==> src/include/sbw_pkg.sv <==
// Purpose : Shared constants for the async byte-write SRAM host port
// Assumes : 100 MHz ref_clk, fastest speed grade timings
// Notes   : Cycle counts derive from ns figures; minimums round up
package sbw_pkg;
    localparam int ADDR_W      = 14;
    localparam int DATA_W      = 16;
    localparam int CLK_PS      = 10000;
    // Timings in ns as printed, fastest grade
    localparam int T_AA_NS     = 12;   // Address to data valid
    localparam int T_OE_NS     = 5;    // Output enable to data valid
    localparam int T_AW_NS     = 10;   // Address valid to end of write
    localparam int T_CW_NS     = 12;   // Selected to end of write
    localparam int T_DW_NS     = 5;    // Data valid to strobe rise
    localparam int T_BW_NS     = 6;    // Byte strobe low to strobe rise
    localparam int T_BH_NS     = 2;    // Byte strobe hold after rise
    localparam int T_WR_NS     = 5;    // Write high to output active
    function automatic int ns2cyc(input int ns);
        int c;
        c = (ns * 1000 + CLK_PS - 1) / CLK_PS;
        return (c < 1) ? 1 : c;
    endfunction
    localparam int RD_CYC  = ns2cyc(T_AA_NS) + 1;  // Plus one for the input synchroniser
    localparam int WR_CYC  = ns2cyc(T_CW_NS);
    localparam int HLD_CYC = ns2cyc(T_WR_NS);
    localparam logic [3:0] RD_CNT  = 4'(RD_CYC);
    localparam logic [3:0] WR_CNT  = 4'(WR_CYC);
    localparam logic [3:0] HLD_CNT = 4'(HLD_CYC);
    localparam logic [3:0] CNT_ZERO = 4'h0;
    typedef enum logic [2:0] {
        SBW_IDLE  = 3'b000,
        SBW_SETUP = 3'b001,
        SBW_READ  = 3'b011,
        SBW_WRITE = 3'b010,
        SBW_HOLD  = 3'b110
    } sbw_state_t;
endpackage

==> src/include/sbw_sync_if.sv <==
// Purpose : Carrier between the host port and its data-pin synchroniser
// Assumes : One clock domain
// Notes   : Raw pin level in, two-flop result out
`timescale 1ns/1ps
`default_nettype none
interface sbw_sync_if;
    logic [15:0] raw;
    logic [15:0] synced;
    modport owner (output raw, input synced);
    modport sync  (input raw, output synced);
endinterface
`default_nettype wire

==> src/design/sbw_sync.sv <==
// Purpose : Two-flop synchroniser for the data pins read back from memory
// Assumes : Single clock, synchronous active-low reset
// Notes   : First stage feeds only the second stage
`timescale 1ns/1ps
`default_nettype none
module sbw_sync
(
    // Clock and reset
    input  wire logic ref_clk,
    input  wire logic resetn,
    // Carrier
    sbw_sync_if.sync  port
);
    logic [15:0] stage1;
    logic [15:0] stage2;
    // Two register stages
    always_ff @(posedge ref_clk)
    begin
        if (!resetn)
        begin
            stage1 <= 16'h0000;
            stage2 <= 16'h0000;
        end
        else
        begin
            stage1 <= port.raw;
            stage2 <= stage1;
        end
    end
    assign port.synced = stage2;
endmodule // sbw_sync
`default_nettype wire

==> src/design/sbw_host.sv <==
// Purpose : Host controller driving an async 16K x 16 byte-write SRAM
// Assumes : 100 MHz ref_clk, fastest speed grade, pins registered
// Notes   : One request at a time; req_ready low while busy
`timescale 1ns/1ps
`default_nettype none
module sbw_host
    import sbw_pkg::*;
(
    // Clock and reset
    input  wire logic                     ref_clk,
    input  wire logic                     resetn,
    // User request
    input  wire logic                     req_valid,
    input  wire logic                     req_write,
    input  wire logic [sbw_pkg::ADDR_W-1:0] req_addr,
    input  wire logic [sbw_pkg::DATA_W-1:0] req_wdata,
    input  wire logic [1:0]               req_lanes,
    output logic                          req_ready,
    // User answer
    output logic                          rsp_valid,
    output logic [sbw_pkg::DATA_W-1:0]    rsp_rdata,
    // Memory pins
    output logic [sbw_pkg::ADDR_W-1:0]    mem_addr,
    output logic                          select_high,
    output logic                          select_low_n,
    output logic                          write_n,
    output logic                          low_byte_strobe_n,
    output logic                          high_byte_strobe_n,
    output logic                          out_enable_n,
    input  wire logic [sbw_pkg::DATA_W-1:0] data_pins_in,
    output logic [sbw_pkg::DATA_W-1:0]    data_pins_out,
    output logic                          data_pins_oe
);
    import sbw_pkg::*;

    sbw_state_t       state;
    sbw_state_t       next_state;
    logic [3:0]       cnt;
    logic [3:0]       next_cnt;
    logic             is_write;
    sbw_sync_if       sync_bus ();

    // ************************************************
    // Pin synchroniser
    // ************************************************
    assign sync_bus.raw = data_pins_in;
    sbw_sync u_sync
    (
        .ref_clk (ref_clk),
        .resetn  (resetn),
        .port    (sync_bus.sync)
    );

    // ************************************************
    // Sequencing
    // ************************************************
    wire take      = (state == SBW_IDLE) && req_valid;
    wire cnt_done  = (cnt == CNT_ZERO);
    // Active-low lanes; with no lane requested the write still runs with both lane strobes high
    wire [1:0] lanes_n = ~req_lanes;

    // Next-state decode
    always_comb
    begin
        next_state = state;
        next_cnt   = (cnt == CNT_ZERO) ? CNT_ZERO : cnt - 4'h1;
        case (state)
            SBW_IDLE:
            begin
                if (req_valid)
                begin
                    next_state = SBW_SETUP;
                end
            end
            // address settled a cycle before selection
            SBW_SETUP:
            begin
                next_state = is_write ? SBW_WRITE : SBW_READ;
                next_cnt   = is_write ? WR_CNT : RD_CNT;
            end
            SBW_READ:
            begin
                if (cnt_done)
                begin
                    next_state = SBW_HOLD;
                    next_cnt   = HLD_CNT;
                end
            end
            // strobe and selection held WR_CNT plus one cycles
            SBW_WRITE:
            begin
                if (cnt_done)
                begin
                    next_state = SBW_HOLD;
                    next_cnt   = HLD_CNT;
                end
            end
            SBW_HOLD:
            begin
                if (cnt_done)
                begin
                    next_state = SBW_IDLE;
                end
            end
            default:
            begin
                next_state = SBW_IDLE;
                next_cnt   = CNT_ZERO;
            end
        endcase
    end

    // State registers
    always_ff @(posedge ref_clk)
    begin
        if (!resetn)
        begin
            state <= SBW_IDLE;
            cnt   <= CNT_ZERO;
        end
        else
        begin
            state <= next_state;
            cnt   <= next_cnt;
        end
    end

    // Latch request; address only moves in idle or in reset
    // address changes only with strobe high
    // address held from take to write end
    always_ff @(posedge ref_clk)
    begin
        if (!resetn)
        begin
            is_write <= 1'b0;
            // A reset that cuts a write moves neither address nor data until the strobe is up
            if (write_n)
            begin
                mem_addr      <= '0;
                data_pins_out <= '0;
            end
        end
        else if (take)
        begin
            is_write      <= req_write;
            mem_addr      <= req_addr;
            data_pins_out <= req_wdata;
        end
    end

    // Lane strobes set with request, held through hold phase
    // lane bit 0 low byte, bit 1 high byte
    // lanes held in hold phase after strobe rise
    // lanes low from take, ahead of strobe
    always_ff @(posedge ref_clk)
    begin
        if (!resetn)
        begin
            // lanes stay put at a strobe rise forced by reset
            if (write_n)
            begin
                low_byte_strobe_n  <= 1'b1;
                high_byte_strobe_n <= 1'b1;
            end
        end
        else if (take)
        begin
            low_byte_strobe_n  <= lanes_n[0] | ~req_write;
            high_byte_strobe_n <= lanes_n[1] | ~req_write;
        end
        else if (state == SBW_IDLE)
        begin
            low_byte_strobe_n  <= 1'b1;
            high_byte_strobe_n <= 1'b1;
        end
    end

    // ************************************************
    // Pin drive
    // ************************************************
    wire next_sel   = (next_state == SBW_READ) || (next_state == SBW_WRITE);
    // strobe only in write, enable only in read
    wire next_wr_n  = !(next_state == SBW_WRITE);
    wire next_oe_n  = !(next_state == SBW_READ);
    // Write flag as it will stand in setup
    wire cur_write  = take ? req_write : is_write;
    // data driven from setup through hold
    wire next_drive = cur_write && (next_state != SBW_IDLE) && (next_state != SBW_READ);

    always_ff @(posedge ref_clk)
    begin
        if (!resetn)
        begin
            select_high  <= 1'b0;
            select_low_n <= 1'b1;
            write_n      <= 1'b1;
            out_enable_n <= 1'b1;
            // Data stays on until the strobe is up
            data_pins_oe <= data_pins_oe && !write_n;
        end
        else
        begin
            select_high  <= next_sel;
            select_low_n <= !next_sel;
            write_n      <= next_wr_n;
            out_enable_n <= next_oe_n;
            data_pins_oe <= next_drive;
        end
    end

    // ************************************************
    // Answer
    // ************************************************
    // capture after access time plus sync delay
    always_ff @(posedge ref_clk)
    begin
        if (!resetn)
        begin
            rsp_valid <= 1'b0;
            rsp_rdata <= '0;
            req_ready <= 1'b0;
        end
        else
        begin
            rsp_valid <= (state == SBW_READ) && cnt_done;
            if ((state == SBW_READ) && cnt_done)
            begin
                rsp_rdata <= sync_bus.synced;
            end
            req_ready <= (next_state == SBW_IDLE);
        end
    end

    // ************************************************
    // Checks
    // ************************************************
    // no write strobe while output enabled
    chk_read_no_wr: assert property (@(posedge ref_clk) disable iff (!resetn)
        !out_enable_n |-> write_n)
        else $error("write strobe low during read");
    // no output enable while write strobe low
    chk_write_no_oe: assert property (@(posedge ref_clk) disable iff (!resetn)
        !write_n |-> out_enable_n && data_pins_oe)
        else $error("output enable low during write");
    chk_addr_stable: assert property (@(posedge ref_clk) disable iff (!resetn)
        !write_n && !$past(write_n) |-> $stable(mem_addr))
        else $error("address moved during write strobe");
    chk_addr_before: assert property (@(posedge ref_clk) disable iff (!resetn)
        $rose(select_high) |-> $stable(mem_addr))
        else $error("address changed with select");
    chk_sel_pair: assert property (@(posedge ref_clk) disable iff (!resetn)
        select_high == !select_low_n)
        else $error("selects disagree");
    // write pulse lasts WR_CYC plus one cycles
    chk_write_len: assert property (@(posedge ref_clk) disable iff (!resetn)
        $fell(write_n) |-> !write_n [*3] ##1 write_n)
        else $error("write pulse length wrong");
    // lane strobes steady one cycle after strobe rise
    chk_lane_hold: assert property (@(posedge ref_clk) disable iff (!resetn)
        $rose(write_n) |-> $stable(low_byte_strobe_n) && $stable(high_byte_strobe_n))
        else $error("lane strobe moved at strobe rise");
    // data still driven and unchanged one cycle after strobe rise
    chk_data_window: assert property (@(posedge ref_clk) disable iff (!resetn)
        $rose(write_n) |-> data_pins_oe && $stable(data_pins_out))
        else $error("write data not held");
endmodule // sbw_host
`default_nettype wire

==> config.mk <==
export PLATFORM = sky130hd
export DESIGN_NAME = sbw_host
export DESIGN_NICKNAME = d
export VERILOG_FILES = /design/src/include/sbw_pkg.sv /design/src/include/sbw_sync_if.sv /design/src/design/sbw_sync.sv /design/src/design/sbw_host.sv
export SDC_FILE = /design/constraint.sdc
export NUM_CORES = 1
export LEC_CHECK = 0
export CORE_MARGIN = 2
export CORE_UTILIZATION = 27
export CTS_CLUSTER_SIZE = 40
export DETAILED_ROUTE_END_ITERATION = 7
export DONT_BUFFER_PORTS = 1
export PLACE_DENSITY = 0.4
export REMOVE_ABC_BUFFERS = 1
export SYNTH_ARGS = -nofsm -noshare
export SYNTH_HDL_FRONTEND = slang
export SYNTH_HIERARCHICAL = 1
export SYNTH_SLANG_ARGS = --single-unit
export TNS_END_PERCENT = 20
==> constraint.sdc <==
create_clock -name ref_clk -period 4.4 [get_ports ref_clk]
set_input_delay 0.88 -clock ref_clk [delete_from_list [all_inputs] [get_ports ref_clk]]
set_output_delay 0.88 -clock ref_clk [all_outputs]
set_load 0.01 [all_outputs]
# After elaboration in Yosys (flattened, before gate mapping)
# Cells that the tools add are included.
dict set report word_totals {
  ramBits 0
  mem_bits_ro 0
  input_bits 52
  latchBits 0
  elab_cells 73
  output_inout_bits 55
  n_memories 0
  regBits 95
}
dict set report classes {
  n_div 0
  shift 0
  order_cmp 0
  bitwise_logic 4
  eq_ne 9
  mux 23
  n_reduce_logical 19
  mul 0
  add_sub_neg 1
}
# cell n
set op_table {}
lappend op_table {{2-to-1 mux 16 bit} 3}
lappend op_table {{2-to-1 mux 14 bit} 3}
lappend op_table {{equality test 3 x 2 -> 1 bit, second input constant} 4}
lappend op_table {{case mux 3 bit (4 select lines)} 1}
lappend op_table {{case mux 4 bit (3 select lines)} 1}
lappend op_table {{2-to-1 mux 1 bit} 10}
lappend op_table {{2-to-1 mux 3 bit} 3}
lappend op_table {{2-to-1 mux 4 bit} 2}
lappend op_table {{zero test 3 bit} 2}
lappend op_table {{logical AND 1 bit} 5}
lappend op_table {{zero test 1 bit} 4}
lappend op_table {{zero test 4 bit} 1}
lappend op_table {{AND reduction 2 bit} 2}
lappend op_table {{OR reduction 2 bit} 2}
lappend op_table {{subtractor 4 x 1 -> 4 bit, second input constant} 1}
lappend op_table {{equality test 3 x 1 -> 1 bit, second input constant} 1}
lappend op_table {{equality test 3 bit, second input constant} 1}
lappend op_table {{inequality test 3 x 1 -> 1 bit, second input constant} 1}
lappend op_table {{inequality test 3 x 2 -> 1 bit, second input constant} 1}
lappend op_table {{nonzero test 3 bit} 1}
lappend op_table {{inequality test 2 x 1 -> 1 bit, second input constant} 1}
lappend op_table {{NOT 2 bit} 1}
lappend op_table {{bitwise OR 1 bit} 2}
lappend op_table {{nonzero test 2 bit} 1}
lappend op_table {{other kinds (2)} 2}

# Depth between registers and ports, before layout
# Gate-level depths: netlist (run 1).
dict set report depth {
  word_depth 7
  ltp_mapped 5
  mapped_depth_nobuf 3
}

# Modules after synthesis
# Netlist (run 1), hierarchy kept.
# mod cells_each area_each_um2 instances seq_area_each_um2
set modules_own_cells {}
lappend modules_own_cells {sbw_host 219 2512.4 1 1581.5}
lappend modules_own_cells {sbw_sync 67 895.9 1 640.6}

# Least setup slack after synthesis (run 1)
# OpenSTA, ideal clock, no wires.
dict set report synth_path {
  kind {input to register}
  startpoint {input resetn}
  endpoint {register data_pins_out[0] (netlist bit) (enable)}
  slack_ns 1.810
  required_ns 3.935
  setup_ns 0.465
  path_buffers 2
  arrival_ns 2.125
  stages 5
  cell_sequence {clkbuf_1 buf_1 inv_1 nand2_1 nand2_1}
}
dict set report synth_between {
  elab_chain_cells 2
  word_cells_on_any_way 3
  classes_between {eq/ne (1); reduce/logical (2)}
}
# element line_no
set synth_rtl {}
lappend synth_rtl {{start, declared} sbw_host.sv:11} ;# input wire logic resetn,
lappend synth_rtl {{inequality test 2 x 1 -> 1 bit (no line) / nonzero test 2 bit (equally long branches)} -}
lappend synth_rtl {{AND reduction 2 bit (no line) (*)} -}
lappend synth_rtl {{end signal, assigned} sbw_host.sv:147} ;# data_pins_out <= req_wdata;
lappend synth_rtl {{end, declared} sbw_host.sv:31} ;# output logic [sbw_pkg::DATA_W-1:0] data_pins_out,
# Mark *: on every way between the ends. The rest lies on a longest branch, timed or not.
# A chain may end at the register's enable or synchronous reset.

# Worst setup path in the final report (run 1)
dict set report layout_path {
  startpoint {register state[1]}
  endpoint {register mem_addr[6] (netlist bit) (enable)}
}
dict set report layout_between {
  elab_chain_cells 4
}
# element line_no
set layout_rtl {}
lappend layout_rtl {{start, declared} sbw_host.sv:36} ;# sbw_state_t state;
lappend layout_rtl {{start signal, assigned} sbw_host.sv:123} ;# state <= next_state;
lappend layout_rtl {{zero test 3 bit} sbw_host.sv:57} ;# wire take = (state == SBW_IDLE) && req_valid;
lappend layout_rtl {{logical AND 1 bit} sbw_host.sv:57}
lappend layout_rtl {{inequality test 2 x 1 -> 1 bit (no line)} -}
lappend layout_rtl {{AND reduction 2 bit (no line)} -}
lappend layout_rtl {{end signal, assigned} sbw_host.sv:146} ;# mem_addr <= req_addr;
lappend layout_rtl {{end, declared} sbw_host.sv:23} ;# output logic [sbw_pkg::ADDR_W-1:0] mem_addr,
# No other way between the ends.

==> results of run 1 <==
logic make-up after synthesis:
family	Yosys count	synth area share
AND/OR/NAND/NOR	131	0.225
flip-flops	95	0.652
AO/OA/AOI/OAI	22	0.0415
buffers and inverters	21	0.0312
multiplexers	17	0.0499
metal layers:
layer / global-route usage / up-vias / part of all wire
met4: 0.0500 / 0 / 0.014
met2: 0.124 / 87 / 0.43
met3: 0.0457 / 6 / 0.10
met5: 0 / - / 0
li1: - / 949 / -
met1: 0.107 / 868 / 0.46
cell usage after synthesis:
| cell type | n | area, um^2 |
|---|---|---|
| dfxtp_1 | 63 | 1260 |
| nand2_1 | 41 | 154 |
| and2_2 | 32 | 240 |
| edfxtp_1 | 32 | 961 |
| and2_1 | 31 | 194 |
| mux2i_1 | 17 | 170 |
| clkbuf_1 | 10 | 37.5 |
| a21oi_1 | 6 | 30.0 |
| nor2_1 | 6 | 22.5 |
| inv_1 | 5 | 18.8 |
| o21ai_0 | 5 | 25.0 |
| nor3_1 | 4 | 20.0 |
| clkbuf_2 | 3 | 15.0 |
| nor2b_1 | 3 | 18.8 |
| nor3b_1 | 3 | 22.5 |
| o31ai_1 | 3 | 22.5 |
| a211oi_1 | 2 | 15.0 |
| a31oi_1 | 2 | 12.5 |
| nand2b_1 | 2 | 12.5 |
| a211o_1 | 1 | 8.76 |
| a221oi_1 | 1 | 8.76 |
| a32oi_1 | 1 | 8.76 |
| and2b_1 | 1 | 7.51 |
| and3_1 | 1 | 6.26 |
| buf_1 | 1 | 3.75 |
| buf_12 | 1 | 20.0 |
| buf_6 | 1 | 11.3 |
| nand3_1 | 1 | 5.00 |
| nand3b_1 | 1 | 7.51 |
| nor4_1 | 1 | 6.26 |
| nor4_4 | 1 | 21.3 |
| nor4b_1 | 1 | 8.76 |
| nor4bb_1 | 1 | 10.0 |
| o211a_1 | 1 | 10.0 |
| or4_4 | 1 | 11.3 |
worst max-delay path by stage:
stage              start          endpoint  slack, ns  cells after the start
3_5_place_dp   req_valid  data_pins_out[6]       2.13                      4
3_3_place_gp   req_valid       mem_addr[6]       2.13                      4
4_1_cts         state[2]  data_pins_out[6]       2.48                      4
6_report        state[1]       mem_addr[6]       2.46                      4
2_1_floorplan  req_valid  data_pins_out[0]       2.00                      3
5_1_grt         state[1]       mem_addr[6]       2.28                      4
sequential cells by signal, summed over array words and instances (netlist names):
signal / count
high_byte_strobe_n: 1
rsp_valid: 1
state: 3
u_sync/stage1: 16
write_n: 1
cnt: 4
select_low_n: 1
is_write: 1
mem_addr: 14
select_high: 1
low_byte_strobe_n: 1
rsp_rdata: 16
u_sync/port.synced: 16
req_ready: 1
out_enable_n: 1
data_pins_oe: 1
data_pins_out: 16
report_power, final:
group / switching, mW / leakage, nW / internal [mW]
combinational: 0.0940 / 0.404 / 0.0702
clock: 0.310 / 0.130 / 0.396
sequential: 0.0826 / 0.840 / 1.00
through the flow:
| stage | std cells | total power [mW] |
|---|---|---|
| 2_1_floorplan | 270 | 1.22 |
| 3_3_place_gp | 444 | 1.27 |
| 3_5_place_dp | 444 | 1.27 |
| 4_1_cts | 460 | 1.99 |
| 5_1_grt | 460 | 2.06 |
| 6_report | 460 | 1.96 |
critical path: stages, from the launching register on:
cell,delay [ns]
dfxtp_1,0.43
nor4b_1,0.63
nand2_1,0.11
nand2_1,0.09
buf_4,0.34
area by class of cell:
class / instances / area [um^2] / share of cell area
inverter: 5 / 18.8 / 0.00491
clock buffer: 12 / 246 / 0.0645
clock inverter: 4 / 23.8 / 0.00622
sequential: 95 / 2220 / 0.582
timing repair buffer: 2 / 15.0 / 0.00393
tap: 172 / 215 / 0.0563
multi-input combinational: 170 / 1080 / 0.283
==> results.md, run 1 <==
* Commonest non-fill, non-tap cell in the layout: dfxtp_1
* Critical Path End Type: register
* Finished Core Util at 0.307
* First-pass GRT wire length at approximately 9000 um
* Setup Viol. Count Final at 0
* GRT Overall Usage at 0.0880
* IO buf count at 0
* Skew-Pair Late Insertion Delay at 0.34 ns
* Number of nets with antenna violations after routing at 0
* # DRC at 0
* CTS tree: done
* Post-route minimum period at a little under 2 ns
* Largest net degree at the start of global routing at 106
* Place WS at ~2.1 ns
* Vias in the first global route at 1718
* Power per cell area at ~510 mW/mm^2
* Worst Clk Skew at around 0.0085 ns
* Crit path DAT at 1.94 ns
* Hold Crit Depth at 2
* DR vias at 1910
* Synth cell types at 35
* Status: completed
* Tcrit/Tclk final at 0.440
* Diodes inserted at 0
* Fin Setup TNS at 0 ns
* Area post-placement at between 0.003 and 0.004 mm^2
* Final Net Count at roughly 340
* Initial Util at 0.273
* CP startpoint kind: register
* DR vias/cell at between 4 and 5
* Post-synthesis sequential area ratio at 0.652
* Overflow after GRT at 0
* Cell area after layout at 0.00382 mm^2
* Post-cts resize count at 0
* CTS sink cnt at 95
* IO Pins at 107
* Antenna violations before repair at 0
* Flops & latches, synth at 95
* Lkg Pwr at about 1.4 nW
* Synth Area per Inst at 11.9 um^2
* Worst rel slew slack at 0.338
* Max frequency at approximately 0.52 GHz
* Setup WS post-layout at between 2 and 2.5 ns
* CTS Buffer Depth at 2
* Worst-path fanout max at 30
* Unrepaired setup endpoints after global routing: false
* Worst setup path category: register to register
* Detailed placement HPWL at between 3000 and 4000 um
* Synth Instances at approximately 290
* Worst R2R End: mem_addr[6]
* Synth warnings at 6
* Start point of the worst hold path: u_sync/port.synced[3]
* Most frequent cells in the layout: dfxtp_1 (63), nand2_1 (41), edfxtp_1 (32), and2_2 (32), and2_1 (31)
* TritonCTS buffer count at 9
* Final WL at between 6000 and 7000 um
* Clock root cell: clkbuf_16
* Die Y at between 100 and 150 um
* Hold crit path type: register to register
* Final Hold Slack at around 0.44 ns
* Max Cap Viol at 0
* Area grow syn2layout at 12.1%
* Fill cell count at roughly 1300
* Core Region at ~0.012 mm^2
* Die X at around 120 um
* Clock-pin slew on the worst setup and hold paths at 0.06 ns
* Min-Delay Endpoint: rsp_rdata[3]
* Final hold violations at 0
* Worst R2R Start: state[1]
* R2R Setup Slk at between 2 and 2.5 ns
* Synth Cell Area at 0.00341 mm^2
* Worst Tran Pin Value at between 0.9 and 1 ns
* Initial drt markers at between 100 and 150
* Die ar. at 0.0135 mm^2
* # hold bufs at CTS at 0
* Setup bufs post-CTS at 0
* Gp weighted congestion at slightly above 0.7
* DRT Pass-1 Iters at 4
* # H-tree levels at 3
* Max rail drop VDD at between 0.00015 and 0.0002 V
* Critical Path RT at 4.40 ns
* Drt wl/cell at ~13 um
* Share of cells above drive strength 1 at 0.170
* Max Slew Vio Count at 0
* Cell row count at 41
* R2R cell count at 4
Note: power is estimated with default switching activity, not from simulation.
==> run 2, diff against run 1 <==
ABC_AREA = 1   (was default)
PLACE_DENSITY = 0.42   (was 0.4)
clock period = 1.6 ns   (was 4.4 ns; I/O delays follow)
==> run 2 against run 1 <==
  * Sequential share of layout area is 0.71 points higher
  * Count of clock-buffer cells in the layout is 2 lower
  * Synthesized cell count increased by 22%
  * Via count grew 6.0%
  * Sequential power increased to 3.1 times the previous value
  * Critical path depth is the same
  * Worst setup slack lost 2.3 ns
==> results.md, run 2 <==
* Synth Instances at 348 (was 286)
* Skew-Pair Late Insertion Delay at 0.34 ns (about the same)
* IO buf count at 0 (unchanged)
* Hold Crit Depth at 1 (was 2)
* Initial drt markers at 122 (was 137)
* Max Slew Vio Count at 0 (unchanged)
* Area post-placement at 0.00348 mm^2 (was 0.00355 mm^2)
* Detailed placement HPWL at 4080 um (was 3740 um)
* Lkg Pwr at 1.87 nW (was 1.37 nW)
* Start point of the worst hold path: resetn (was u_sync/port.synced[3])
* Placed cells at 506 (was 444)
* First-pass GRT wire length at 9720 um (was 8910 um)
* Most frequent cells in the layout: nand2_1 (83), inv_1 (72), dfxtp_1 (63) (was dfxtp_1 (63), nand2_1 (41), edfxtp_1 (32), and2_2 (32), and2_1 (31))
* Gp weighted congestion at 0.753 (was 0.717)
* Diodes inserted at 0 (unchanged)
* Post-Synth XOR/XNOR Area at 0.00262 (was 0)
* DRT Pass-1 Iters at 4 (unchanged)
* CTS sink cnt at 95 (unchanged)
* Top FF cell, synth: dfxtp_1 (unchanged)
* # H-tree levels at 3 (unchanged)
* TritonCTS buffer count at 9 (unchanged)
* GRT Overall Usage at 0.0982 (was 0.0880)
* Synth Area in Compound Gates at 0.0479 (was 0.0415)
* Worst-path fanout max at 30 (unchanged)
* Post-synthesis sequential area ratio at 0.665 (was 0.652)
* Die Y at 115 um (was 116 um)
* Max stage delay on crit path at 0.37 ns (was 0.63 ns)
* Area grow syn2layout at 13.0% (was 12.1%)
* Hold crit path type: primary input to register (was register to register)
* Synth cell types at 28 (was 35)
* Largest family of logic cells by synthesized area: simple AND/OR/NAND/NOR gates (unchanged)
* Worst Clk Skew at 0.00625 ns (was 0.00849 ns)
* Overflow after GRT at 0 (unchanged)
* Share of cells above drive strength 1 at 0.0847 (was 0.170)
* Final WL at 6130 um (was 6060 um)
* Antenna violations before repair at 0 (unchanged)
* Clock-pin slew on the worst setup and hold paths at 0.06 ns (about the same)
* Worst R2R End: data_pins_out[4] (was mem_addr[6])
* Synth Cell Area at 0.00334 mm^2 (was 0.00341 mm^2)
* Drt wl/cell at 11.8 um (was 13.2 um)
* Max Cap Viol at 0 (unchanged)
* Die ar. at 0.0133 mm^2 (was 0.0135 mm^2)
* Synth top cells by count: nand2_1 (83), inv_1 (72), dfxtp_1 (63), nor2_1 (40), edfxtp_1 (32) (was dfxtp_1 (63), nand2_1 (41), and2_2 (32), edfxtp_1 (32), and2_1 (31))
* Status: completed (unchanged)
* DR vias/cell at 3.88 (was 4.15)
* Most common cell in the netlist: nand2_1 (was dfxtp_1)
* Vias in the first global route at 1925 (was 1718)
* Asr flop ratio synth at 0 (unchanged)
* Core Region at 0.0121 mm^2 (was 0.0125 mm^2)
* Min-Delay Endpoint: out_enable_n (was rsp_rdata[3])
* IO Pins at 107 (unchanged)
* Tcrit/Tclk final at 0.900 (was 0.440)
* Critical Path RT at 1.64 ns (was 4.40 ns)
* Final hold violations at 0 (unchanged)
* Final Net Count at 401 (was 335)
* # hold bufs at CTS at 0 (unchanged)
* Worst-path cell chain: nor2_1 -> nand3_2 -> a21oi_2 -> buf_12 (was nor4b_1 -> nand2_1 -> nand2_1 -> buf_4)
* Max frequency at 0.695 GHz (was 0.516 GHz)
* Post-Layout Cell Count at 522 (was 460)
* Worst rel slew slack at 0.794 (was 0.338)
* Worst setup path category: register to register (unchanged)
* Number of nets with antenna violations after routing at 0 (unchanged)
* Synth Area per Inst at 9.60 um^2 (was 11.9 um^2)
* Post-cts resize count at 0 (unchanged)
* Die X at 115 um (was 116 um)
* Unrepaired setup endpoints after global routing: false (unchanged)
* Worst R2R Start: state[1] (unchanged)
* Largest net degree at the start of global routing at 88 (was 106)
* Slowest CP cell: dfxtp_1 (was nor4b_1)
* Initial Util at 0.277 (was 0.273)
* Flops & latches, synth at 95 (unchanged)
* Number of synthesized flops with an enable pin at 32 (unchanged)
* Top cell type by total area after synthesis: dfxtp_1 (unchanged)
* R2R Setup Slk at 0.16 ns (was 2.46 ns)
* Final Hold Slack at 0.0771 ns (was 0.437 ns)
* Clock root cell: clkbuf_16 (unchanged)
* # DRC at 0 (unchanged)
* Synth Area in Simple Gates at 0.171 (was 0.225)
* Crit path DAT at 1.48 ns (was 1.94 ns)
* Setup Viol. Count Final at 0 (unchanged)
* CP startpoint kind: register (unchanged)
* Post-synthesis mux area share at 0 (was 0.0499)
* DR vias at 2024 (was 1910)
* CTS tree: done (unchanged)
* Post-route minimum period at 1.44 ns (was 1.94 ns)
* Commonest non-fill, non-tap cell in the layout: nand2_1 (was dfxtp_1)
* Adder-cell share of the synthesized area at 0 (unchanged)
* Dominant cells by area after synthesis: dfxtp_1 (38%), edfxtp_1 (29%), nand2_1 (9.3%) (was dfxtp_1 (37%), edfxtp_1 (28%), and2_2 (7.0%))
* Max rail drop VDD at 0.000661 V (was 0.000157 V)
* Cell row count at 40 (was 41)
* Power per cell area at 1670 mW/mm^2 (was 512 mW/mm^2)
* Worst Tran Pin Value at 0.305 ns (was 0.983 ns)
* Cell area after layout at 0.00377 mm^2 (was 0.00382 mm^2)
* Setup bufs post-CTS at 0 (unchanged)
* Critical Path End Type: register (unchanged)
* CTS Buffer Depth at 2 (unchanged)
* Fill cell count at 1275 (was 1267)
* R2R cell count at 4 (unchanged)
* Synth warnings at 6 (unchanged)
* Top-area cell type share of the netlist area at 0.378 (was 0.370)
## run 2: cell count changes after synthesis, sizes merged, moves of 4 or more
cell    change
nand2      +45
buf         +7
nor2       +39
mux2i      -17
and2       -63
clkbuf     -12
nor3        -4
inv        +70
o21ai      +16
## run 2: power by group
group | internal (mW) | total, mW | leakage [nW] | switching (mW)
combinational | 0.305 | 0.888 | 0.884 | 0.583
clock | 1.20 | 2.05 | 0.136 | 0.851
sequential | 2.98 | 3.38 | 0.848 | 0.399
## run 2: metal layers
metal | vias up | wire, um | global-route usage
li1 | 1046 | - | -
met1 | 885 | 2810 | 0.118
met2 | 86 | 2610 | 0.144
met3 | 7 | 634 | 0.0596
met4 | 0 | 85 | 0.0361
met5 | - | 0 | 0
## run 2: critical path: cells and delay by family, from the launching register on
family	cells	cell delay [ns]
compound gates	1	0.19
buf+inv	1	0.21
flops	1	0.37
simple gates	2	0.35
## run 2: kinds of logic (layout without fill, tap and decap cells)
| family | after synthesis | after routing |
|---|---|---|
| buffers and inverters | 86 | 92 |
| DFF | 95 | 95 |
| xor gates and xnor gates | 1 | 1 |
| AOI/OAI and AO/OA | 30 | 30 |
| and+or+nand+nor | 136 | 136 |
## run 2: layout make-up
cell class              instances  area, um^2  area share
flip-flops and latches         95        2220       0.589
clock buffers                  10         229      0.0607
inverters                      75         289      0.0766
repair buffers                  1        20.0     0.00530
clock inverters                 6        61.3      0.0162
multi-input cells             167         743       0.197
well taps                     168         210      0.0557
## run 2: worst max path at each step
stage / start / endpoint / slack [ns] / depth (start not counted)
after floorplan: state[1] / data_pins_out[0] / -0.96 / 3
after global placement: state[1] / mem_addr[12] / 0.20 / 4
after detailed placement: state[1] / mem_addr[1] / 0.17 / 4
after CTS: state[1] / data_pins_out[9] / 0.15 / 4
after global routing: state[1] / data_pins_out[8] / 0.06 / 4
final: state[1] / data_pins_out[4] / 0.16 / 4
## run 2: metrics by stage
stage          power, mW  setup TNS, ns  worst slack, ns   util
6_report            6.32              0            0.161  0.313
5_1_grt             6.71              0           0.0599  0.313
4_1_cts             6.45              0            0.155  0.313
3_5_place_dp        4.34              0            0.166  0.289
3_3_place_gp        4.32              0            0.197  0.289
2_1_floorplan       4.05         -28.89           -0.963      -
